File: src/logic/tla_regs.vh
// Constants for the transmit-link scheduler and merge unit.
// Assumes a single 20 MHz clock and a plain address/strobe register port.
// Behaviour
// - Each link uses a 21-entry identity table and an 84-entry slot table.
// - Identity table: sixteen stream entries, four control entries, one packet entry.
// - Identity entry holds mask, compare, header address, type, format, merge mode.
// - Slot entry holds packet flag, identity index and packet location.
// - Five counters per link: one data-slot counter, four control counters.
// - Data counter runs 0 to 1919; all counters clear on each 10 ms tick.
// - Control counters advance once per 21, 42 or 84 messages by rate.
// - Data slot sends when counter equals compare on every mask-selected bit.
// - Control counter counts from zero to its termination count, then wraps.
// - Control slot sends when selected control counter equals the compare field.
// - Counter select picks data or a control counter; control updates next cycle.
// - Slot index advances once per message and wraps after 84.
// - Slot entry gives stream index, packet flag, timestamp advance, packet pick.
// - Selected identity entry gives header address, type and merge mode.
// - Mask bit zero excludes a bit; zero mask and compare sends every slot.
// - A register holds the four termination counts; zero means no empty slots.
// - Sums saturate I and Q separately at 16/15 or 8/7 bits, flag overflow.
// - Insert overwrites an empty combiner message, else pass combiner, with error if the encoder slot is busy.
// - Merge is positional: sum, pass combiner, or insert encoder over empty.
// - Report overflows, alignment faults and header mismatches of several kinds.
// - Six merge units per link pair; default loops received link out.
`ifndef TLA_REGS_VH
`define TLA_REGS_VH
`define TLA_ADDR_CTRL 8'h00
`define TLA_ADDR_TERM 8'h04
`define TLA_ADDR_STAT 8'h08
`define TLA_ADDR_ERRS 8'h0C
`define TLA_ADDR_SLOTTAB 8'h40
`define TLA_ADDR_IDTAB0 8'hA0
`define TLA_ADDR_IDTAB1 8'hC0
`define TLA_CTRL_RESET 32'h00000000
`define TLA_SLOTS 7'h54
`define TLA_IDS 5'h15
`define TLA_DATA_LAST 11'h77F
`define TLA_MODE_OFF 2'h0
`define TLA_MODE_PASS_CD 2'h1
`define TLA_MODE_PASS_PE 2'h2
`define TLA_MODE_MERGE 2'h3
`define TLA_MM_SUM8 2'h0
`define TLA_MM_SUM16 2'h1
`define TLA_MM_INSERT 2'h2
`define TLA_MM_PASS 2'h3
`define TLA_TYPE_EMPTY 5'h00
`define TLA_TYPE_CTRL 5'h01
`define TLA_TYPE_WCDMA 5'h02
`endif
File: src/logic/tla_link.v
// One transmit link: slot scheduler, transmission rules and merge unit.
// Assumes one message per msg_valid_in pulse, aligned encoder and combiner streams.
//
// Decided for this implementation: the register addresses and the strobed register port.
`timescale 1ns/1ps
`include "tla_regs.vh"
module tla_link (
    input wire clk_sys_in,
    input wire rst_n_in,
    input wire [7:0] addr_in,
    input wire [31:0] wdata_in,
    input wire wr_in,
    input wire rd_in,
    output reg [31:0] rdata_out,
    input wire frame_tick_in,
    input wire msg_valid_in,
    input wire [12:0] cd_addr_in,
    input wire [4:0] cd_type_in,
    input wire [7:0] cd_ts_in,
    input wire [63:0] cd_payload_in,
    input wire [12:0] pe_ts_in,
    input wire [63:0] pe_payload_in,
    output reg tx_now_out,
    output reg [4:0] stream_or_control_index_out,
    output reg circuit_packet_flag_out,
    output reg timestamp_advance_bit_out,
    output reg [1:0] packet_counter_pick_out,
    output reg [1:0] data_format_out,
    output reg out_valid_out,
    output reg [12:0] out_addr_out,
    output reg [4:0] out_type_out,
    output reg [63:0] out_payload_out,
    output reg error_out
);
    reg rst_s1_reg;
    reg rst_s2_reg;
    reg tick_s1_reg;
    reg tick_s2_reg;
    reg tick_s3_reg;
    reg [31:0] ctrl_reg;
    reg [31:0] term_reg;
    reg [31:0] errs_reg;
    reg [15:0] slot_tab [0:83];
    reg [31:0] id_tab0 [0:20];
    reg [31:0] id_tab1 [0:20];
    reg [6:0] slot_reg;
    reg [10:0] data_cnt_reg;
    reg [7:0] ctl_cnt_reg [0:3];
    reg [6:0] msg_div_reg;
    reg ctl_upd_reg;
    reg [1:0] ctl_sel_reg;
    reg [7:0] ctl_cmp_reg;
    wire rst_n;
    wire tick;
    wire [1:0] mode;
    wire [1:0] rate;
    wire wide;
    wire [15:0] slot_ent;
    wire [4:0] idx;
    wire [31:0] ide0;
    wire [31:0] ide1;
    wire [2:0] csel;
    wire [10:0] msk;
    wire [10:0] cmp;
    wire [7:0] term;
    wire data_hit;
    wire ctl_hit;
    wire hit;
    wire [1:0] mm;
    wire [6:0] div_last;
    wire [63:0] sum;
    wire ovf;
    wire cd_empty;
    wire pe_empty;
    wire [4:0] pe_type;
    wire [12:0] pe_addr;
    integer k;

    // Saturating add of one 16-bit lane, or of its two bytes apart when w16 is low.
    function [16:0] sat_add;
        input [15:0] a;
        input [15:0] b;
        input w16;
        reg [16:0] s;
        reg [8:0] s8;
        reg [8:0] h8;
        begin
            s = {a[15], a} + {b[15], b};
            s8 = {a[7], a[7:0]} + {b[7], b[7:0]};
            h8 = {a[15], a[15:8]} + {b[15], b[15:8]};
            if (w16) begin
                if (s[16] != s[15]) begin
                    sat_add = {1'b1, s[16] ? 16'h8000 : 16'h7FFF};
                end else begin
                    sat_add = {1'b0, s[15:0]};
                end
            end else begin
                sat_add[16] = (s8[8] != s8[7]) | (h8[8] != h8[7]);
                sat_add[15:8] = (h8[8] != h8[7]) ? (h8[8] ? 8'h80 : 8'h7F) : h8[7:0];
                sat_add[7:0] = (s8[8] != s8[7]) ? (s8[8] ? 8'h80 : 8'h7F) : s8[7:0];
            end
        end
    endfunction

    // Reset release through two flip-flops.
    always @(posedge clk_sys_in or negedge rst_n_in) begin
        if (!rst_n_in) begin
            rst_s1_reg <= 1'b0;
            rst_s2_reg <= 1'b0;
        end else begin
            rst_s1_reg <= 1'b1;
            rst_s2_reg <= rst_s1_reg;
        end
    end
    assign rst_n = rst_s2_reg;

    // The 10 ms tick arrives from outside; synchronise and detect its edge.
    always @(posedge clk_sys_in or negedge rst_n) begin
        if (!rst_n) begin
            tick_s1_reg <= 1'b0;
            tick_s2_reg <= 1'b0;
            tick_s3_reg <= 1'b0;
        end else begin
            tick_s1_reg <= frame_tick_in;
            tick_s2_reg <= tick_s1_reg;
            tick_s3_reg <= tick_s2_reg;
        end
    end
    assign tick = tick_s2_reg & ~tick_s3_reg;

    // Control: [1:0] link rate 0=1x 1=2x 2=4x, [3:2] link mode off/pass combiner/pass encoder/merge, [4] unused; merge mode picks 8/16 widths.
    assign rate = ctrl_reg[1:0];
    assign mode = ctrl_reg[3:2];
    assign wide = ctrl_reg[4];
    assign div_last = (rate == 2'h0) ? 7'd20 : (rate == 2'h1) ? 7'd41 : 7'd83;

    // Table lookups for the current slot.
    assign slot_ent = slot_tab[slot_reg];
    assign idx = slot_ent[4:0];
    assign ide0 = id_tab0[idx];
    assign ide1 = id_tab1[idx];
    assign csel = slot_ent[10:8];
    assign msk = ide1[10:0];
    assign cmp = ide1[26:16];
    assign term = term_reg[{ctl_sel_reg, 3'b000} +: 8];
    assign data_hit = ((data_cnt_reg ^ cmp) & msk) == 11'h000;
    assign ctl_hit = (ctl_cnt_reg[csel[1:0]] == cmp[7:0]);
    assign hit = csel[2] ? ctl_hit : data_hit;
    assign mm = ide0[23:22];
    assign pe_addr = ide0[12:0];
    assign pe_type = hit ? ide0[17:13] : `TLA_TYPE_EMPTY;
    assign cd_empty = (cd_type_in == `TLA_TYPE_EMPTY);
    assign pe_empty = (pe_type == `TLA_TYPE_EMPTY);

    // Four saturating lanes: I and Q of two samples, each saturated alone.
    wire [16:0] l0 = sat_add(pe_payload_in[15:0], cd_payload_in[15:0], mm[0]);
    wire [16:0] l1 = sat_add(pe_payload_in[31:16], cd_payload_in[31:16], mm[0]);
    wire [16:0] l2 = sat_add(pe_payload_in[47:32], cd_payload_in[47:32], mm[0]);
    wire [16:0] l3 = sat_add(pe_payload_in[63:48], cd_payload_in[63:48], mm[0]);
    assign sum = {l3[15:0], l2[15:0], l1[15:0], l0[15:0]};
    assign ovf = l0[16] | l1[16] | l2[16] | l3[16];

    // Register writes: control and termination counts.
    always @(posedge clk_sys_in or negedge rst_n) begin
        if (!rst_n) begin
            ctrl_reg <= `TLA_CTRL_RESET;
            term_reg <= 32'h00000000;
        end else if (wr_in) begin
            if (addr_in == `TLA_ADDR_CTRL) begin
                ctrl_reg <= wdata_in;
            end
            if (addr_in == `TLA_ADDR_TERM) begin
                term_reg <= wdata_in;
            end
        end
    end

    // Table memories hold no reset; software loads them before enabling.
    always @(posedge clk_sys_in) begin
        if (wr_in && addr_in[7:6] == 2'b01 && addr_in[5:0] < 6'd42) begin
            slot_tab[{addr_in[5:0], 1'b0}] <= wdata_in[15:0];
            slot_tab[{addr_in[5:0], 1'b1}] <= wdata_in[31:16];
        end
        if (wr_in && addr_in[7:5] == 3'b101 && addr_in[4:0] < `TLA_IDS) begin
            id_tab0[addr_in[4:0]] <= wdata_in;
        end
        if (wr_in && addr_in[7:5] == 3'b110 && addr_in[4:0] < `TLA_IDS) begin
            id_tab1[addr_in[4:0]] <= wdata_in;
        end
    end

    // Slot index, data counter and control counters.
    always @(posedge clk_sys_in or negedge rst_n) begin
        if (!rst_n) begin
            slot_reg <= 7'h00;
            data_cnt_reg <= 11'h000;
            msg_div_reg <= 7'h00;
            ctl_upd_reg <= 1'b0;
            ctl_sel_reg <= 2'h0;
            for (k = 0; k < 4; k = k + 1) begin
                ctl_cnt_reg[k] <= 8'h00;
            end
        end else if (tick) begin
            slot_reg <= 7'h00;
            data_cnt_reg <= 11'h000;
            msg_div_reg <= 7'h00;
            ctl_upd_reg <= 1'b0;
            for (k = 0; k < 4; k = k + 1) begin
                ctl_cnt_reg[k] <= 8'h00;
            end
        end else begin
            ctl_upd_reg <= 1'b0;
            if (msg_valid_in) begin
                slot_reg <= (slot_reg == `TLA_SLOTS - 7'h01) ? 7'h00 : slot_reg + 7'h01;
                if (!csel[2]) begin
                    data_cnt_reg <= (data_cnt_reg == `TLA_DATA_LAST) ? 11'h000 :
                        data_cnt_reg + 11'h001;
                end
                msg_div_reg <= (msg_div_reg == div_last) ? 7'h00 : msg_div_reg + 7'h01;
                if (csel[2] && msg_div_reg == 7'h00) begin
                    ctl_upd_reg <= 1'b1;
                    ctl_sel_reg <= csel[1:0];
                end
            end
            if (ctl_upd_reg) begin
                ctl_cnt_reg[ctl_sel_reg] <= (ctl_cnt_reg[ctl_sel_reg] >= term) ? 8'h00 :
                    ctl_cnt_reg[ctl_sel_reg] + 8'h01;
            end
        end
    end

    // Merge unit: positional combine of encoder and combiner messages.
    always @(posedge clk_sys_in or negedge rst_n) begin
        if (!rst_n) begin
            tx_now_out <= 1'b0;
            stream_or_control_index_out <= 5'h00;
            circuit_packet_flag_out <= 1'b0;
            timestamp_advance_bit_out <= 1'b0;
            packet_counter_pick_out <= 2'h0;
            data_format_out <= 2'h0;
            out_valid_out <= 1'b0;
            out_addr_out <= 13'h0000;
            out_type_out <= 5'h00;
            out_payload_out <= 64'h0;
            error_out <= 1'b0;
            errs_reg <= 32'h00000000;
        end else begin
            out_valid_out <= msg_valid_in;
            error_out <= 1'b0;
            tx_now_out <= msg_valid_in & hit;
            // Write one to clear first, so an event in the same cycle sets its bit again.
            if (wr_in && addr_in == `TLA_ADDR_ERRS) begin
                errs_reg <= errs_reg & ~wdata_in;
            end
            if (msg_valid_in) begin
                stream_or_control_index_out <= idx;
                circuit_packet_flag_out <= slot_ent[5];
                timestamp_advance_bit_out <= slot_ent[6];
                packet_counter_pick_out <= slot_ent[12:11];
                data_format_out <= ide0[21:20];
                out_addr_out <= cd_addr_in;
                out_type_out <= cd_type_in;
                out_payload_out <= cd_payload_in;
                if (mode == `TLA_MODE_PASS_PE) begin
                    out_addr_out <= pe_addr;
                    out_type_out <= pe_type;
                    out_payload_out <= pe_payload_in;
                end else if (mode == `TLA_MODE_MERGE) begin
                    if (mm == `TLA_MM_INSERT) begin
                        if (cd_empty) begin
                            out_addr_out <= pe_addr;
                            out_type_out <= pe_type;
                            out_payload_out <= pe_payload_in;
                        end else if (!pe_empty) begin
                            errs_reg[1] <= 1'b1;
                            error_out <= 1'b1;
                        end
                    end else if (mm != `TLA_MM_PASS && cd_empty) begin
                        out_addr_out <= pe_addr;
                        out_type_out <= pe_type;
                        out_payload_out <= pe_payload_in;
                    end else if (mm != `TLA_MM_PASS && !pe_empty) begin
                        if (pe_type != cd_type_in) begin
                            errs_reg[3] <= 1'b1;
                            error_out <= 1'b1;
                        end else begin
                            out_payload_out <= sum;
                            if (ovf) begin
                                errs_reg[0] <= 1'b1;
                                error_out <= 1'b1;
                            end
                            if (cd_ts_in != pe_ts_in[7:0]) begin
                                errs_reg[2] <= 1'b1;
                                error_out <= 1'b1;
                            end
                            if (pe_addr != cd_addr_in) begin
                                errs_reg[3] <= 1'b1;
                                error_out <= 1'b1;
                            end
                        end
                    end
                end
            end
            if (tick && slot_reg != 7'h00) begin
                errs_reg[4] <= 1'b1;
            end
        end
    end

    // Register read port, data in the following cycle.
    always @(posedge clk_sys_in or negedge rst_n) begin
        if (!rst_n) begin
            rdata_out <= 32'h00000000;
        end else if (rd_in) begin
            case (addr_in)
                `TLA_ADDR_CTRL: rdata_out <= ctrl_reg;
                `TLA_ADDR_TERM: rdata_out <= term_reg;
                `TLA_ADDR_STAT: rdata_out <= {13'h0000, data_cnt_reg, 1'b0, slot_reg};
                `TLA_ADDR_ERRS: rdata_out <= errs_reg;
                default: rdata_out <= 32'h00000000;
            endcase
        end else begin
            rdata_out <= 32'h00000000;
        end
    end
endmodule // tla_link

File: config.mk
export PLATFORM = sky130hd
export DESIGN_NAME = tla_link
export DESIGN_NICKNAME = d
export VERILOG_FILES = /design/src/logic/tla_link.v
export VERILOG_INCLUDE_DIRS = /design/src /design/src/logic
export SDC_FILE = /design/constraint.sdc
export NUM_CORES = 2
export LEC_CHECK = 0
export BUFFER_PORTS_ARGS = -buffer_cell sky130_fd_sc_hd__buf_2
export CELL_PAD_IN_SITES_DETAIL_PLACEMENT = 0
export CELL_PAD_IN_SITES_GLOBAL_PLACEMENT = 1
export CORE_AREA = 2 2 460 462
export DETAILED_ROUTE_END_ITERATION = 8
export DIE_AREA = 0 0 462 464
export GPL_TIMING_DRIVEN = 0
export HOLD_SLACK_MARGIN = 0.15
export PLACE_DENSITY_LB_ADDON = 0.1
export SYNTH_ARGS = -nofsm -noshare
export SYNTH_HDL_FRONTEND = slang
export SYNTH_SLANG_ARGS = --single-unit
File: constraint.sdc
create_clock -name clk_sys_in -period 8.09 [get_ports clk_sys_in]
set_input_delay 0.809 -clock clk_sys_in [delete_from_list [all_inputs] [get_ports clk_sys_in]]
set_output_delay 0.809 -clock clk_sys_in [all_outputs]
set_load 0.03 [all_outputs]
==> flow_summary.json <==
{
  "port_buffers": 333,
  "area_growth_pct": 16.29,
  "ios": 341,
  "async_flop_share_pct": 13.01,
  "slowest_delay_ns": 0.70,
  "clockRootBuffer": "clkbuf_16",
  "synthFlopType": "edfxtp_1",
  "ir_worst_vdd_mv": 0.2525,
  "place.gp.congestion": 0.9147,
  "netlist_area_sq_um": 97840,
  "drt-wirelength-per-cell_microns": 31.80,
  "finalHoldViolations": 0,
  "grt_usage_pct": 31.19,
  "period_needed_ns": 7.998,
  "fin_skew_ns": 0.03637,
  "synth_top_area_share_pct": 59.30,
  "slew_headroom_pct": 4.376,
  "slowest_stage": "nand4_1",
  "cts_buffers": 227,
  "largest_register_ffs": 1008,
  "synth_most_common_cell": "edfxtp_1",
  "drt-initial-drc-count": 8554,
  "vias_per_cell": 6.177,
  "worstRegToRegCells": 26,
  "start_kind": "register",
  "die_h_microns": 464,
  "grt_max_degree": 85,
  "netlist_instances": 6913,
  "hold_path_class": "input pin to asynchronous set/reset pin",
  "synth_edf_count": 1932,
  "min_period_over_period_pct": 98.86,
  "maxSlewViolCount": 0,
  "fillers": 17280,
  "rsz0062_at_grt": "false",
  "cap_violations": 0,
  "crit_type": "register to register",
  "synth.avg_cell_area_sq_um": 14.15,
  "setup_viol": 0,
  "overflow": 0,
  "htreeDepth": 4,
  "ant_nets": 0,
  "place_area_sq_um": 106100,
  "worst_slack_ns": 0.09190,
  "drive_gt1_share_pct": 19.24,
  "tightest_slew_ns": 1.434,
  "synth-seq-cells": 2221,
  "fmax_mhz": 125.0,
  "clk_pin_slew_ns": 0.07,
  "synth_top_cell_by_area": "edfxtp_1",
  "cp_common_cell": "buf_4",
  "synth_nets": 7224,
  "place_hpwl_microns": 231900,
  "p_per_area_nw_per_um2": 276.3,
  "post-route-util_pct": 54.40,
  "cts_tree": "built",
  "vias": 65500,
  "grt_pass1_wl_microns": 474600,
  "synth_cell_types": 110,
  "cp_data_arrival_time_ns": 8.74,
  "setup-tns-final_ns": 0,
  "status": "completed",
  "crit_path_end_kind": "register",
  "critical_path_buf_inv_count": 13,
  "worstPathMaxFanout": 10,
  "drc": 0,
  "critPathTopFamily": "buffers and inverters",
  "yosys_warnings": 0,
  "firstDrtPassIters": 6,
  "cts_buffer_depth": 3,
  "clkLatencyLatePin_ns": 0.89,
  "clock-sinks": 2221,
  "seq_area_frac_synth_pct": 66.69,
  "nets": 7893,
  "cp.depth": 26,
  "leakage_nw": 39.78,
  "dieArea_sq_um": 214400,
  "num_rows": 168,
  "worstPathRequired_ns": 8.83,
  "wirelength_microns": 337200,
  "initial_core_util_pct": 46.78,
  "power_mw": 31.44,
  "antenna_found_initial": 44,
  "place_ws_ns": -1.513,
  "synth_common_cells": "edfxtp_1, nand2_1, nand3_1",
  "final_area_sq_um": 113800,
  "grt_pass1_vias": 63170,
  "ys_top_cells_by_area": "edfxtp_1, dfrtp_1, mux4_2",
  "die_x_microns": 462,
  "core-area_sq_um": 209200
}
==> path summary, 6_finish.rpt <==
path / from / to / slack [ns]
min in group clk_sys_in: wdata_in[17] / errs_reg[17] / 0.26
max: slot_reg[1] / error_out / 0.09
min: rst_n_in / rst_n / 0.25
max reg2reg: slot_reg[1] / error_out / 0.09
min reg2reg: rst_n / msg_div_reg[6] / 0.36
max in group asynchronous: rst_n / out_addr_out[2] / 5.92
==> cell families after synthesis <==
logic type                 share of synthesized area (%)
AOI/OAI and AO/OA                                  8.378
xor gates and xnor gates                           1.038
adders and majority gates                          1.519
buffers and inverters                              2.700
DFF                                                66.69
muxes                                              10.58
other                                           0.003833
and+or+nand+nor                                    9.094
==> placed cells by master (no fill, tap or decap), drive strengths merged, types with 24 or more instances in the layout <==
master and instances:
nand3 421, nor2b 88, dfrtp 289, diode 28
mux2i 260, a21o 42, o21ai 322, nor2 351
a31oi 29, nor3 33, nand2b 33, a22o 44
mux2 111, nand4 35, a211oi 28, and2 24
mux4 288, ha 90, buf 637, xor2 53
edfxtp 1932, clkbuf 524, a21oi 346, inv 109
clkinv 98, a22oi 82, nand2 910, xnor2 63
a221oi 28, and3 34, a21boi 40, o211ai 44
==> area by class of cell <==
class	count	area (sq um)	share of cell area, %
inverters	104	391.6	0.3442
clock buffers	293	6121	5.380
well taps	2805	3510	3.085
plain buffers	428	2331	2.049
clock inverters	125	1171	1.029
flip-flops and latches	2221	65250	57.35
diodes	28	70.07	0.06158
multi-input cells	4152	30730	27.01
repair buffers	448	4199	3.691
==> repair_timing <==
item | CTS | global route
endpoints found under the setup margin | 85 | 68
setup buffers | 2 | 0
endpoints found under the hold margin | 8 | 0
hold buffers | 5 | 0
pin swaps | 4 | 4
gates resized for setup | 62 | 60
==> power breakdown <==
group	internal [mW]	total, mW	switching, mW
Sequential	12.6	12.7	0.108
Combinational	2.71	8.38	5.68
Clock	5.84	10.4	4.54
==> per-layer routing <==
layer | global-route usage, % | up-vias | wire (microns)
met1 | 45.08 | 33920 | 139100
met5 | 0 | - | 106
met2 | 47.99 | 3148 | 154700
li1 | - | 27850 | -
met4 | 10.82 | 14 | 13030
met3 | 5.054 | 575 | 30270
==> stage by stage <==
stage	std cells	hold slack (ns)
after global placement	10050	0.3325
after global routing	10590	0.2132
after detailed placement	10160	0.3378
final	10600	0.2534
after floorplan	6913	0.3311
after CTS	10580	0.1705
(Power assumes the default switching activity.)
